`src/mrtb_defines.vh`:
```
`ifndef MRTB_DEFINES_VH
`define MRTB_DEFINES_VH

// Register byte offsets
`define MRTB_ADDR_ABS_CLOCK     8'h48
`define MRTB_ADDR_CLOCK_OFFSET  8'h58
`define MRTB_ADDR_RELATIVE      8'h5c
`define MRTB_ADDR_DONE_STAMP    8'h60
`define MRTB_ADDR_SLOT_ALIGN    8'h64
`define MRTB_ADDR_RX_STAMP      8'h68
`define MRTB_ADDR_CONTROL       8'h6c
`define MRTB_ADDR_STATUS        8'h70

// Reset values
`define MRTB_RST_WORD           32'h00000000
`define MRTB_RST_CONTROL        3'h0

// Control register bit positions
`define MRTB_CTRL_SEL_REL       0
`define MRTB_CTRL_RELOAD        1
`define MRTB_CTRL_SLOTTED       2

// Slot alignment fields and writable mask
`define MRTB_RX_SLOT_MSB        27
`define MRTB_RX_SLOT_LSB        16
`define MRTB_TX_SLOT_MSB        11
`define MRTB_TX_SLOT_LSB        0
`define MRTB_SLOT_MASK          32'h0fff0fff

// Status register bit positions
`define MRTB_STAT_IN_SLOT       8

// Backoff counter span, quarter symbols
`define MRTB_BACKOFF_LAST       7'h4f
`define MRTB_BACKOFF_SPAN       80

// Timing: core clock and timebase tick rate
`define MRTB_CORE_HZ            10000000
`define MRTB_TICK_HZ            250000
`define MRTB_TICK_CYCLES        (`MRTB_CORE_HZ / `MRTB_TICK_HZ)

// AXI responses
`define MRTB_RESP_OKAY          2'h0
`define MRTB_RESP_SLVERR        2'h2

`endif

```
`src/mrtb_timebase.v`:
```
//Contract
//- Relative clock equals absolute plus offset always
//- Offset write moves relative clock immediately
//- Relative write loads clock, recomputes offset
//- Relative clock is 32-bit at 250kHz
//- Trigger compare values untouched by relative writes
//- Completion timestamp captured, clock chosen by select
//- Backoff counter runs 0 to 79, wraps
//- Slotted access only at wrap, every 20 symbols
//- Beacon receive reloads counter from rx offset
//- Transmit reloads counter from tx offset
//- Rx slot offset bits 27-16, quarter symbols
//- Tx slot offset bits 11-0, quarter symbols
//- Rx timestamp after length field, clock selectable
//- Absolute clock 32-bit, 250kHz, software loadable
`timescale 1ns/1ps
`include "mrtb_defines.vh"

module mrtb_timebase #(
	parameter TICK_CYCLES = `MRTB_TICK_CYCLES
) (
	input  wire        CORE_CLK,
	input  wire        RST_N,
	// AXI4-Lite slave
	input  wire [7:0]  S_AXI_AWADDR,
	input  wire [2:0]  S_AXI_AWPROT,
	input  wire        S_AXI_AWVALID,
	output reg         S_AXI_AWREADY,
	input  wire [31:0] S_AXI_WDATA,
	input  wire [3:0]  S_AXI_WSTRB,
	input  wire        S_AXI_WVALID,
	output reg         S_AXI_WREADY,
	output reg  [1:0]  S_AXI_BRESP,
	output reg         S_AXI_BVALID,
	input  wire        S_AXI_BREADY,
	input  wire [7:0]  S_AXI_ARADDR,
	input  wire [2:0]  S_AXI_ARPROT,
	input  wire        S_AXI_ARVALID,
	output reg         S_AXI_ARREADY,
	output reg  [31:0] S_AXI_RDATA,
	output reg  [1:0]  S_AXI_RRESP,
	output reg         S_AXI_RVALID,
	input  wire        S_AXI_RREADY,
	// Sequencer events, same clock domain
	input  wire        SEQ_DONE,
	input  wire        RX_LEN_DONE,
	input  wire        RX_IS_BEACON,
	input  wire        TX_LEN_DONE,
	input  wire        SEQ_IS_TX,
	// Timebase outputs
	output reg  [31:0] ABS_CLOCK,
	output reg  [31:0] REL_CLOCK,
	output wire [6:0]  BACKOFF_COUNT,
	output reg         SLOT_ACCESS
);

	// Prescaler width sized from the tick period
	localparam PRE_W = (TICK_CYCLES > 1) ? $clog2(TICK_CYCLES) : 1;
	localparam integer PRE_LAST = TICK_CYCLES - 1;

	reg  [PRE_W-1:0] pre_reg;
	reg  [PRE_W-1:0] pre_next;
	reg              tick_reg;
	reg              tick_next;

	reg  [31:0]      abs_reg;
	reg  [31:0]      abs_next;
	reg  [31:0]      offset_reg;
	reg  [31:0]      offset_next;
	reg  [31:0]      done_stamp_reg;
	reg  [31:0]      done_stamp_next;
	reg  [31:0]      rx_stamp_reg;
	reg  [31:0]      rx_stamp_next;
	reg  [31:0]      slot_reg;
	reg  [31:0]      slot_next;
	reg  [2:0]       ctrl_reg;
	reg  [2:0]       ctrl_next;

	// Write channel holding state
	reg              aw_hold_reg;
	reg              aw_hold_next;
	reg  [7:0]       aw_addr_reg;
	reg              w_hold_reg;
	reg              w_hold_next;
	reg  [31:0]      w_data_reg;
	reg  [3:0]       w_strb_reg;
	reg              bvalid_next;
	reg  [1:0]       bresp_next;
	reg              rvalid_next;
	reg  [31:0]      rdata_next;
	reg  [1:0]       rresp_next;

	wire             aw_take;
	wire             w_take;
	wire             ar_take;
	wire             do_write;
	wire [31:0]      rel_now;
	wire [31:0]      stamp_src;
	wire             wr_abs;
	wire             wr_offset;
	wire             wr_rel;
	wire             wr_slot;
	wire             wr_ctrl;
	wire             wr_known;
	wire             load_rx;
	wire             load_tx;
	wire             load_any;
	wire [11:0]      load_value;
	wire             backoff_wrap;
	reg  [31:0]      rd_word;
	reg              rd_known;

	// Byte-lane merge for partial writes
	function [31:0] merge_lanes;
		input [31:0] old_word;
		input [31:0] new_word;
		input [3:0]  strb;
		integer      i;
		begin
			merge_lanes = old_word;
			for (i = 0; i < 4; i = i + 1) begin
				if (strb[i]) begin
					merge_lanes[i*8 +: 8] = new_word[i*8 +: 8];
				end
			end
		end
	endfunction

	assign aw_take  = S_AXI_AWVALID & S_AXI_AWREADY;
	assign w_take   = S_AXI_WVALID & S_AXI_WREADY;
	assign ar_take  = S_AXI_ARVALID & S_AXI_ARREADY;
	assign do_write = aw_hold_reg & w_hold_reg & ~S_AXI_BVALID;

	// Address decode of the held write
	assign wr_abs    = do_write & (aw_addr_reg == `MRTB_ADDR_ABS_CLOCK);
	assign wr_offset = do_write & (aw_addr_reg == `MRTB_ADDR_CLOCK_OFFSET);
	assign wr_rel    = do_write & (aw_addr_reg == `MRTB_ADDR_RELATIVE);
	assign wr_slot   = do_write & (aw_addr_reg == `MRTB_ADDR_SLOT_ALIGN);
	assign wr_ctrl   = do_write & (aw_addr_reg == `MRTB_ADDR_CONTROL);
	// Stamp registers accept the write cycle but keep their value
	assign wr_known  = wr_abs | wr_offset | wr_rel | wr_slot | wr_ctrl
		| (aw_addr_reg == `MRTB_ADDR_DONE_STAMP) | (aw_addr_reg == `MRTB_ADDR_RX_STAMP);

	// Relative clock is never stored apart from its parts
	assign rel_now   = abs_reg + offset_reg;
	assign stamp_src = ctrl_reg[`MRTB_CTRL_SEL_REL] ? rel_now : abs_reg;

	// Backoff reload sources; rx beacon wins if both land together
	assign load_rx    = ctrl_reg[`MRTB_CTRL_RELOAD] & RX_LEN_DONE & RX_IS_BEACON;
	assign load_tx    = ctrl_reg[`MRTB_CTRL_RELOAD] & TX_LEN_DONE & SEQ_IS_TX;
	assign load_any   = load_rx | load_tx;
	assign load_value = load_rx ? slot_reg[`MRTB_RX_SLOT_MSB:`MRTB_RX_SLOT_LSB]
		: slot_reg[`MRTB_TX_SLOT_MSB:`MRTB_TX_SLOT_LSB];

	// Backoff counter ticks at four times the symbol rate
	mrtb_backoff #(
		.LOAD_W     (12)
	) u_backoff (
		.clk        (CORE_CLK),
		.rst_n      (RST_N),
		.tick       (tick_reg),
		.load       (load_any),
		.load_value (load_value),
		.count_reg  (BACKOFF_COUNT),
		.wrap_reg   (backoff_wrap)
	);

	// 250 kHz tick from the core clock
	always @* begin
		tick_next = 1'b0;
		pre_next  = pre_reg + {{(PRE_W-1){1'b0}}, 1'b1};
		if (pre_reg >= PRE_LAST) begin
			pre_next  = {PRE_W{1'b0}};
			tick_next = 1'b1;
		end
	end

	// Absolute clock and offset; an absolute write beats a tick in the same cycle
	always @* begin
		abs_next    = abs_reg;
		offset_next = offset_reg;
		if (tick_reg) begin
			abs_next = abs_reg + 32'h00000001;
		end
		if (wr_abs) begin
			abs_next = merge_lanes(abs_reg, w_data_reg, w_strb_reg);
		end
		if (wr_offset) begin
			offset_next = merge_lanes(offset_reg, w_data_reg, w_strb_reg);
		end else if (wr_rel) begin
			// Offset chases the written value; the ongoing tick is kept
			offset_next = merge_lanes(rel_now, w_data_reg, w_strb_reg) - abs_reg;
		end
		// No trigger compare value lives here; a rewrite touches none of them
	end

	// Timestamp capture; unchanged otherwise
	always @* begin
		done_stamp_next = done_stamp_reg;
		rx_stamp_next   = rx_stamp_reg;
		if (SEQ_DONE) begin
			done_stamp_next = stamp_src;
		end
		if (RX_LEN_DONE) begin
			rx_stamp_next = stamp_src;
		end
	end

	// Software-owned configuration
	always @* begin
		slot_next = slot_reg;
		ctrl_next = ctrl_reg;
		if (wr_slot) begin
			slot_next = merge_lanes(slot_reg, w_data_reg, w_strb_reg) & `MRTB_SLOT_MASK;
		end
		if (wr_ctrl & w_strb_reg[0]) begin
			ctrl_next = w_data_reg[2:0];
		end
	end

	// Write channel: address and data may arrive in either order
	always @* begin
		aw_hold_next = aw_hold_reg;
		w_hold_next  = w_hold_reg;
		bvalid_next  = S_AXI_BVALID;
		bresp_next   = S_AXI_BRESP;
		if (aw_take) begin
			aw_hold_next = 1'b1;
		end
		if (w_take) begin
			w_hold_next = 1'b1;
		end
		if (do_write) begin
			aw_hold_next = 1'b0;
			w_hold_next  = 1'b0;
			bvalid_next  = 1'b1;
			bresp_next   = wr_known ? `MRTB_RESP_OKAY : `MRTB_RESP_SLVERR;
		end else if (S_AXI_BVALID & S_AXI_BREADY) begin
			bvalid_next = 1'b0;
		end
	end

	// Read mux; unmapped addresses answer zero with an error
	always @* begin
		rd_word  = `MRTB_RST_WORD;
		rd_known = 1'b1;
		if (S_AXI_ARADDR == `MRTB_ADDR_ABS_CLOCK) begin
			rd_word = abs_reg;
		end else if (S_AXI_ARADDR == `MRTB_ADDR_CLOCK_OFFSET) begin
			rd_word = offset_reg;
		end else if (S_AXI_ARADDR == `MRTB_ADDR_RELATIVE) begin
			rd_word = rel_now;
		end else if (S_AXI_ARADDR == `MRTB_ADDR_DONE_STAMP) begin
			rd_word = done_stamp_reg;
		end else if (S_AXI_ARADDR == `MRTB_ADDR_SLOT_ALIGN) begin
			rd_word = slot_reg;
		end else if (S_AXI_ARADDR == `MRTB_ADDR_RX_STAMP) begin
			rd_word = rx_stamp_reg;
		end else if (S_AXI_ARADDR == `MRTB_ADDR_CONTROL) begin
			rd_word = {29'h00000000, ctrl_reg};
		end else if (S_AXI_ARADDR == `MRTB_ADDR_STATUS) begin
			rd_word = {23'h000000, SLOT_ACCESS, 1'b0, BACKOFF_COUNT};
		end else begin
			rd_known = 1'b0;
		end
	end

	// Read channel: answer one cycle after the address is taken
	always @* begin
		rvalid_next = S_AXI_RVALID;
		rdata_next  = S_AXI_RDATA;
		rresp_next  = S_AXI_RRESP;
		if (ar_take) begin
			rvalid_next = 1'b1;
			rdata_next  = rd_word;
			rresp_next  = rd_known ? `MRTB_RESP_OKAY : `MRTB_RESP_SLVERR;
		end else if (S_AXI_RVALID & S_AXI_RREADY) begin
			rvalid_next = 1'b0;
		end
	end

	// Timebase state
	always @(posedge CORE_CLK or negedge RST_N) begin
		if (!RST_N) begin
			pre_reg        <= {PRE_W{1'b0}};
			tick_reg       <= 1'b0;
			abs_reg        <= `MRTB_RST_WORD;
			offset_reg     <= `MRTB_RST_WORD;
			done_stamp_reg <= `MRTB_RST_WORD;
			rx_stamp_reg   <= `MRTB_RST_WORD;
			slot_reg       <= `MRTB_RST_WORD;
			ctrl_reg       <= `MRTB_RST_CONTROL;
			ABS_CLOCK      <= `MRTB_RST_WORD;
			REL_CLOCK      <= `MRTB_RST_WORD;
			SLOT_ACCESS    <= 1'b0;
		end else begin
			pre_reg        <= pre_next;
			tick_reg       <= tick_next;
			abs_reg        <= abs_next;
			offset_reg     <= offset_next;
			done_stamp_reg <= done_stamp_next;
			rx_stamp_reg   <= rx_stamp_next;
			slot_reg       <= slot_next;
			ctrl_reg       <= ctrl_next;
			// Copies track the live values one cycle late
			ABS_CLOCK      <= abs_reg;
			REL_CLOCK      <= rel_now;
			// Outside slotted mode the channel is always open
			SLOT_ACCESS    <= ~ctrl_reg[`MRTB_CTRL_SLOTTED] | backoff_wrap;
		end
	end

	// Bus slave state
	always @(posedge CORE_CLK or negedge RST_N) begin
		if (!RST_N) begin
			aw_hold_reg   <= 1'b0;
			aw_addr_reg   <= 8'h00;
			w_hold_reg    <= 1'b0;
			w_data_reg    <= `MRTB_RST_WORD;
			w_strb_reg    <= 4'h0;
			S_AXI_AWREADY <= 1'b0;
			S_AXI_WREADY  <= 1'b0;
			S_AXI_BVALID  <= 1'b0;
			S_AXI_BRESP   <= `MRTB_RESP_OKAY;
			S_AXI_ARREADY <= 1'b0;
			S_AXI_RVALID  <= 1'b0;
			S_AXI_RDATA   <= `MRTB_RST_WORD;
			S_AXI_RRESP   <= `MRTB_RESP_OKAY;
		end else begin
			aw_hold_reg   <= aw_hold_next;
			w_hold_reg    <= w_hold_next;
			if (aw_take) begin
				aw_addr_reg <= {S_AXI_AWADDR[7:2], 2'b00};
			end
			if (w_take) begin
				w_data_reg <= S_AXI_WDATA;
				w_strb_reg <= S_AXI_WSTRB;
			end
			// Ready drops while a beat is held, so one write at a time
			S_AXI_AWREADY <= ~aw_hold_next & ~bvalid_next;
			S_AXI_WREADY  <= ~w_hold_next & ~bvalid_next;
			S_AXI_BVALID  <= bvalid_next;
			S_AXI_BRESP   <= bresp_next;
			S_AXI_ARREADY <= ~rvalid_next;
			S_AXI_RVALID  <= rvalid_next;
			S_AXI_RDATA   <= rdata_next;
			S_AXI_RRESP   <= rresp_next;
		end
	end

endmodule // mrtb_timebase

```
`src/mrtb_backoff.v`:
```
`timescale 1ns/1ps
`include "mrtb_defines.vh"

module mrtb_backoff #(
	parameter LOAD_W = 12
) (
	input  wire              clk,
	input  wire              rst_n,
	input  wire              tick,
	input  wire              load,
	input  wire [LOAD_W-1:0] load_value,
	output reg  [6:0]        count_reg,
	output reg               wrap_reg
);

	reg  [6:0]        count_next;
	reg               wrap_next;
	wire [31:0]       load_mod;

	// Offset beyond the span folds back into 0..79
	assign load_mod = load_value % `MRTB_BACKOFF_SPAN;

	// Counter next state; a load realigns the slot grid
	always @* begin
		count_next = count_reg;
		wrap_next  = 1'b0;
		if (load) begin
			count_next = load_mod[6:0];
		end else if (tick) begin
			if (count_reg >= `MRTB_BACKOFF_LAST) begin
				count_next = 7'h00;
				wrap_next  = 1'b1;
			end else begin
				count_next = count_reg + 7'h01;
			end
		end
	end

	always @(posedge clk or negedge rst_n) begin
		if (!rst_n) begin
			count_reg <= 7'h00;
			wrap_reg  <= 1'b0;
		end else begin
			count_reg <= count_next;
			wrap_reg  <= wrap_next;
		end
	end

endmodule // mrtb_backoff

```
`config.mk`:
```
export PLATFORM = sky130hd
export DESIGN_NAME = mrtb_timebase
export DESIGN_NICKNAME = d
export VERILOG_FILES = /design/src/mrtb_timebase.v /design/src/mrtb_backoff.v
export VERILOG_INCLUDE_DIRS = /design/src
export SDC_FILE = /design/constraint.sdc
export NUM_CORES = 1
export LEC_CHECK = 0
export BUFFER_PORTS_ARGS = -buffer_cell sky130_fd_sc_hd__buf_2
export CAP_MARGIN = 20
export CORE_AREA = 2 2 180 182
export DETAILED_ROUTE_END_ITERATION = 8
export DIE_AREA = 0 0 182 184
export PLACE_DENSITY_LB_ADDON = 0.12
export SETUP_SLACK_MARGIN = 0.4
export SLEW_MARGIN = 20
export SYNTH_ARGS = -nofsm -noshare
export SYNTH_HDL_FRONTEND = slang
export SYNTH_SLANG_ARGS = --single-unit
```
`constraint.sdc`:
```
create_clock -name CORE_CLK -period 6.81 [get_ports CORE_CLK]
set_input_delay 0 -clock CORE_CLK [delete_from_list [all_inputs] [get_ports CORE_CLK]]
set_output_delay 0 -clock CORE_CLK [all_outputs]
set_load 0.02 [all_outputs]
```
Yosys cells after proc, flatten, opt, wreduce, memory -nomap -nowiden
Index checks and enable logic that the tools add are counted.
Operators by class
  $add $sub $neg: 5
  divide/modulo/power cells: 1
  order comparisons: 2
  equal/unequal tests: 23
  multiplexer cells: 56
  bitwise logic cells: 33
  reduce and logical (&&, ||, !) cells: 15
Operators by type and width (count)
  $mux W32: 11
  $mux W8: 16
  $eq A8 B7 Y1 const B: 8
  $eq A6 B5 Y1 const B: 7
  $add A32 B1 Y32 const B: 1
  $add A32 B32 Y32: 1
  $mod A12 B7 Y32 const B: 1
  $sub A32 B32 Y32: 1
  $reduce_and A2 Y1: 12
  $mux W7: 3
  $mux W1: 20
  $and A1 B1 Y1: 19
  $mux W9: 2
  $ne A2 B2 Y1 const B: 8
  $mux W12: 1
  $or A1 B1 Y1: 8
  $add A7 B1 Y7 const B: 1
  $ge A7 B7 Y1 const B: 1
  $add A6 B1 Y6 const B: 1
  $ge A6 B6 Y1 const B: 1
  $mux W6: 1
  $not A1 Y1: 6
  $reduce_bool A2 Y1: 3
  $mux W2: 2
Word-level totals
  bits in registers: 320
  input bits: 70
  output and inout bits: 113
  logic and storage cells: 170

Longest topological paths before layout
  depth after elaboration: 10
  depth in mapped cells: 24
  mapped depth without buffers: 24

Hierarchy
From an unflattened synthesis, not the netlist that was laid out.
Second synthesis, totals
  cell total of the unflattened synthesis: 1973
  area, all modules: 18524.0 um^2
By module, submodules not included
  mrtb_timebase: times used 1, cells an instance 1798, area each 17241.5 um^2, sequential area each 7757.4 um^2
  mrtb_backoff: times used 1, cells an instance 175, area each 1282.5 um^2, sequential area each 200.2 um^2

Worst setup path before layout
No wires, ideal clock.
  path type: register to register
  start: reg abs_reg[0]
  end: reg offset_reg[29]
  data arrival time: 5248 ps
  setup slack: 1437 ps
  cell stages (with the launch flop): 24
  cell sequence: dfrtp_1 ha_1 fa_1 a21oi_1 o21bai_1 a21oi_1 o21ai_0 a41o_1 a221oi_1 a2111oi_0 or3_1 a21oi_1 xnor2_1 mux2_2 ha_1 and2_1 o21ai_0 inv_1 a211o_1 a311oi_1 o21bai_1 xnor2_1 o21ai_0 mux2_2
Between the ends
  word-level cells in the longest chain between the ends: 7
  elaborated cells on any way between the ends: 16
  those cells by class: add/sub (2); mux (14)
Ends and longest elaborated chain
  start, declared: RTL line mrtb_timebase.v:66  | reg [31:0] abs_reg;
  start signal, assigned: RTL line mrtb_timebase.v:287  | abs_reg <= `MRTB_RST_WORD;
  start signal, assigned: RTL line mrtb_timebase.v:299  | abs_reg <= abs_next;
  $add A32 B32 Y32: RTL line mrtb_timebase.v:145  | assign rel_now = abs_reg + offset_reg;
  via rel_now[22]: RTL line mrtb_timebase.v:97  | wire [31:0] rel_now;
  $mux W8: RTL line mrtb_timebase.v:122  | if (strb[i]) begin
  $mux W8: RTL line mrtb_timebase.v:190  | end else if (wr_rel) begin
  $mux W8: RTL line mrtb_timebase.v:188  | if (wr_offset) begin
  $sub A32 B32 Y32: RTL line mrtb_timebase.v:192  | offset_next = merge_lanes(rel_now, w_data_reg, w_strb_reg) - abs_reg;
  $mux W32: RTL line mrtb_timebase.v:190
  $mux W32: RTL line mrtb_timebase.v:188
  end signal, assigned: RTL line mrtb_timebase.v:288  | offset_reg <= `MRTB_RST_WORD;
  end signal, assigned: RTL line mrtb_timebase.v:300  | offset_reg <= offset_next;
  end, declared: RTL line mrtb_timebase.v:68  | reg [31:0] offset_reg;
The timed path passes the listed nets, and every way through them passes these cells. The select of a mux whose other input is x is not followed.
A chain may end at the register's enable or synchronous reset.

Worst setup path in the final report
Same ends and word-level chain as after synthesis.

==> flow_summary.yaml <==
place:
  pre_cts_ws_ns: 0.7482
  port_buffers: 172
  placed_area_sq_um: 19750
  dp_hpwl_um: 39490
  gp_congestion: 0.9232
pwr:
  power.leakage_nw: 9.897
  ir_drop_mv: 0.2766
  power_density_nw_per_um2: 435.7
clocking:
  cts_made_buffers: 36
  postCtsSetupBuffers: 0
  clk_latency_ns: 0.54
  clk_pin_slew_ns: 0.06
  clk_path_buf_depth: 3
  cts_tree: "built"
  cts.sinks: 318
  htreeDepth: 2
  root_buffer: "clkbuf_16"
setup_path:
  start_kind: "flop"
  critPathMostFrequentCell: "o21ai_0"
  path_buf_inv: 3
  rrSetupSlack_ns: 0.64
  reg2reg_to: "offset_reg[29]$_DFFE_PN0P_"
  worst_setup_path_end_kind: "flop"
  r2r-start: "abs_reg[0]$_DFFE_PN0P_"
  r2r_cells: 25
  critical-path-top-delay-family: "compound AO/OA/AOI/OAI gates"
  worstPathArrival_ns: 6.58
  path_max_fanout: 9
  required_ns: 7.22
  max_stage_delay_ns: 0.47
  cp_slowest_cell: "dfrtp_2"
  path_depth: 25
  crit_type: "reg -> reg"
global_route:
  grt_pass1_vias: 15748
  grtUsageMet1_pct: 46.02
  top_usage_layer: "met2"
  met2_usage_pct: 53.86
  grt_pass1_wl_um: 87820
  antenna_found_initial: 0
  met3_usage_pct: 6.082
  gr-total-overflow: 0
  grt_max_degree: 158
  grt_usage_pct: 33.61
drt:
  via_per_inst: 6.396
  ant_nets: 0
  num_vias: 16573
  initialDrtViolationCount: 1603
  wl_um: 56510
  first_pass_iters: 6
  drc: 0
  wl_per_cell_um: 21.81
floorplanning:
  die_h_um: 184
  start_util_pct: 59.27
  ios: 183
  die_x_um: 182
  dieArea_sq_um: 33490
  fp.coreArea_sq_um: 31390
  rows: 65
yosys:
  yosysSeqAreaShare_pct: 42.76
  mappedNetlistArea_sq_um: 18610
  synthArstFlopShare_pct: 100.0
  synthSimpleGateAreaFrac_pct: 14.64
  synth_top_family_by_area: "compound AO/OA/AOI/OAI gates"
  syn_inst: 1988
  synth-edff-count: 0
  synthMuxAreaShare_pct: 11.36
  synth_top_cell_by_area: "dfrtp_1"
  synthAdderAreaFrac_pct: 4.761
  synth_xor_area_share_pct: 2.965
  avgSynthCellArea_sq_um: 9.360
  yosys_warnings: 0
  synthTopCellsByArea: "dfrtp_1 43%, mux2_2 7.4%, a21oi_1 5.4%, ha_1 4.4%, nor2_1 4.4%"
  yosys.area.top_type_share_pct: 42.76
  ys.flop_type: "dfrtp_1"
  ys_ff_latch: 318
  yosys.cell_types.count: 88
  synth_compound_area_share_pct: 19.84
final_layout:
  nets: 2301
  final_area_sq_um: 21430
  layout_common_cells: "316 x dfrtp_1, 215 x nor2_1, 200 x a21oi_1"
  post_route_cells_drive_above_1_share_pct: 18.91
  postLayoutCoreUtil_pct: 68.27
  area.growth.synth_to_final_pct: 15.18
  diodes: 0
  layout_commonest_cell: "dfrtp_1"
timing:
  report.final.hold_viol_count: 0
  tightestPinTransition_ns: 1.094
  slew_violations: 0
  timing.slew.headroom_pct: 26.97
  setup_violations: 0
  rsz0062_at_grt: "no"
  post-route-period-util_pct: 90.64
  whs_ns: 0.01734
  fmax_mhz: 162.0
  skew_ns: 0.01959
  final.setup.worst_slack_ns: 0.6373
  fin_setup_tns_ns: 0
  period_needed_ns: 6.173
job:
  max-cap-violations: 0
worst_hold_path:
  hold_start: "S_AXI_ARADDR[1]"
  hold_path_class: "in -> reg"
  whs_endpoint: "S_AXI_RRESP[1]$_DFFE_PN0P_"
  min_path_cells: 5
status:
  status: "complete, no violations"
==> worst reg2reg max path: stages (launching register included) <==
cell and delay, ns:
dfrtp_2 0.47, ha_1 0.26, fa_1 0.41, a21oi_1 0.26, o21bai_1 0.13, a21oi_1 0.18, o21ai_0 0.17, a41o_1 0.32
a221oi_1 0.31, buf_4 0.20, a2111oi_0 0.10, buf_4 0.18, or3_1 0.38, a21oi_2 0.21, xnor2_1 0.15, mux2_2 0.29
ha_1 0.34, and2_1 0.17, o21ai_0 0.15, inv_1 0.08, a211o_1 0.32, a311oi_1 0.31, o21bai_1 0.13, xnor2_1 0.15
o21ai_0 0.10, mux2_2 0.27
==> cell families (layout without fill, tap and decap cells) <==
kind of cell	count (synthesis)	count (layout)
xor gates and xnor gates	63	63
other	1	2
and+or+nand+nor	588	588
muxes	192	192
DFF	318	318
adders and majority gates	70	70
AOI/OAI and AO/OA	589	589
buffers and inverters	167	367
==> routing by layer <==
layer / up-vias / routed length, um
met2: 758 / 25870
met4: 0 / 1914
met5: - / 0
met3: 126 / 4650
li1: 7595 / -
met1: 8094 / 24070
==> metrics by stage <==
step,std cells,power [mW]
2_1_floorplan,1989,6.082
3_3_place_gp,2480,7.131
3_5_place_dp,2480,7.239
4_1_cts,2591,9.272
5_1_grt,2591,9.951
6_report,2591,9.337
==> how the worst max path moves through the flow <==
stage                            from                          to  slack (ns)
4_1_cts        abs_reg[0]$_DFFE_PN0P_  offset_reg[29]$_DFFE_PN0P_        0.75
5_1_grt        abs_reg[0]$_DFFE_PN0P_  offset_reg[29]$_DFFE_PN0P_        0.40
3_3_place_gp   abs_reg[0]$_DFFE_PN0P_  offset_reg[29]$_DFFE_PN0P_        0.98
3_5_place_dp   abs_reg[0]$_DFFE_PN0P_  offset_reg[29]$_DFFE_PN0P_        0.75
2_1_floorplan  abs_reg[0]$_DFFE_PN0P_  offset_reg[29]$_DFFE_PN0P_        1.44
6_report       abs_reg[0]$_DFFE_PN0P_  offset_reg[29]$_DFFE_PN0P_        0.64
==> synth_stat cells, types with 5 or more instances <==
cell      number
dfrtp_1      318
nor2_1       217
a21oi_1      201
nand2_1      161
o21ai_0      131
mux2_2       123
clkbuf_1      84
ha_1          66
mux2i_1       65
inv_1         59
nand3_1       41
xnor2_1       36
a31oi_1       31
a21o_1        27
nor3_1        27
xor2_1        27
a211oi_1      25
nand2b_1      22
nor2b_1       22
o22ai_1       22
and3_1        20
a311oi_1      15
and2_1        14
o211ai_1      14
a22oi_1       13
a221oi_1      12
nand4_1       12
or3_1         12
o21a_1        10
buf_1          9
o31ai_1        8
buf_2          7
nor3b_1        7
o21bai_1       7
or2_2          7
nand3b_1       6
a211o_1        5
a21boi_0       5
o41ai_1        5
==> where the power goes <==
part           leakage [nW]  internal [mW]  switching, mW
clock network         0.587           1.18          0.821
logic                  5.19           1.87           2.44
registers              4.12           2.36          0.663
==> final cells by class <==
cell class                 instances  area (sq um)
clock buffer                      51          1027
clock inverter                    13         178.9
fill                            2561          9961
inverter                          59         221.5
multi-input combinational       1504         10000
sequential                       318          7960
tap                              402         503.0
timing repair buffer             244          1541
==> what timing repair did <==
action,CTS,global route
hold buffers,47,0
setup endpoints to repair,0,1
hold endpoints to repair,141,0
gates resized for setup,0,2
Power figures use the tool's default switching activity.
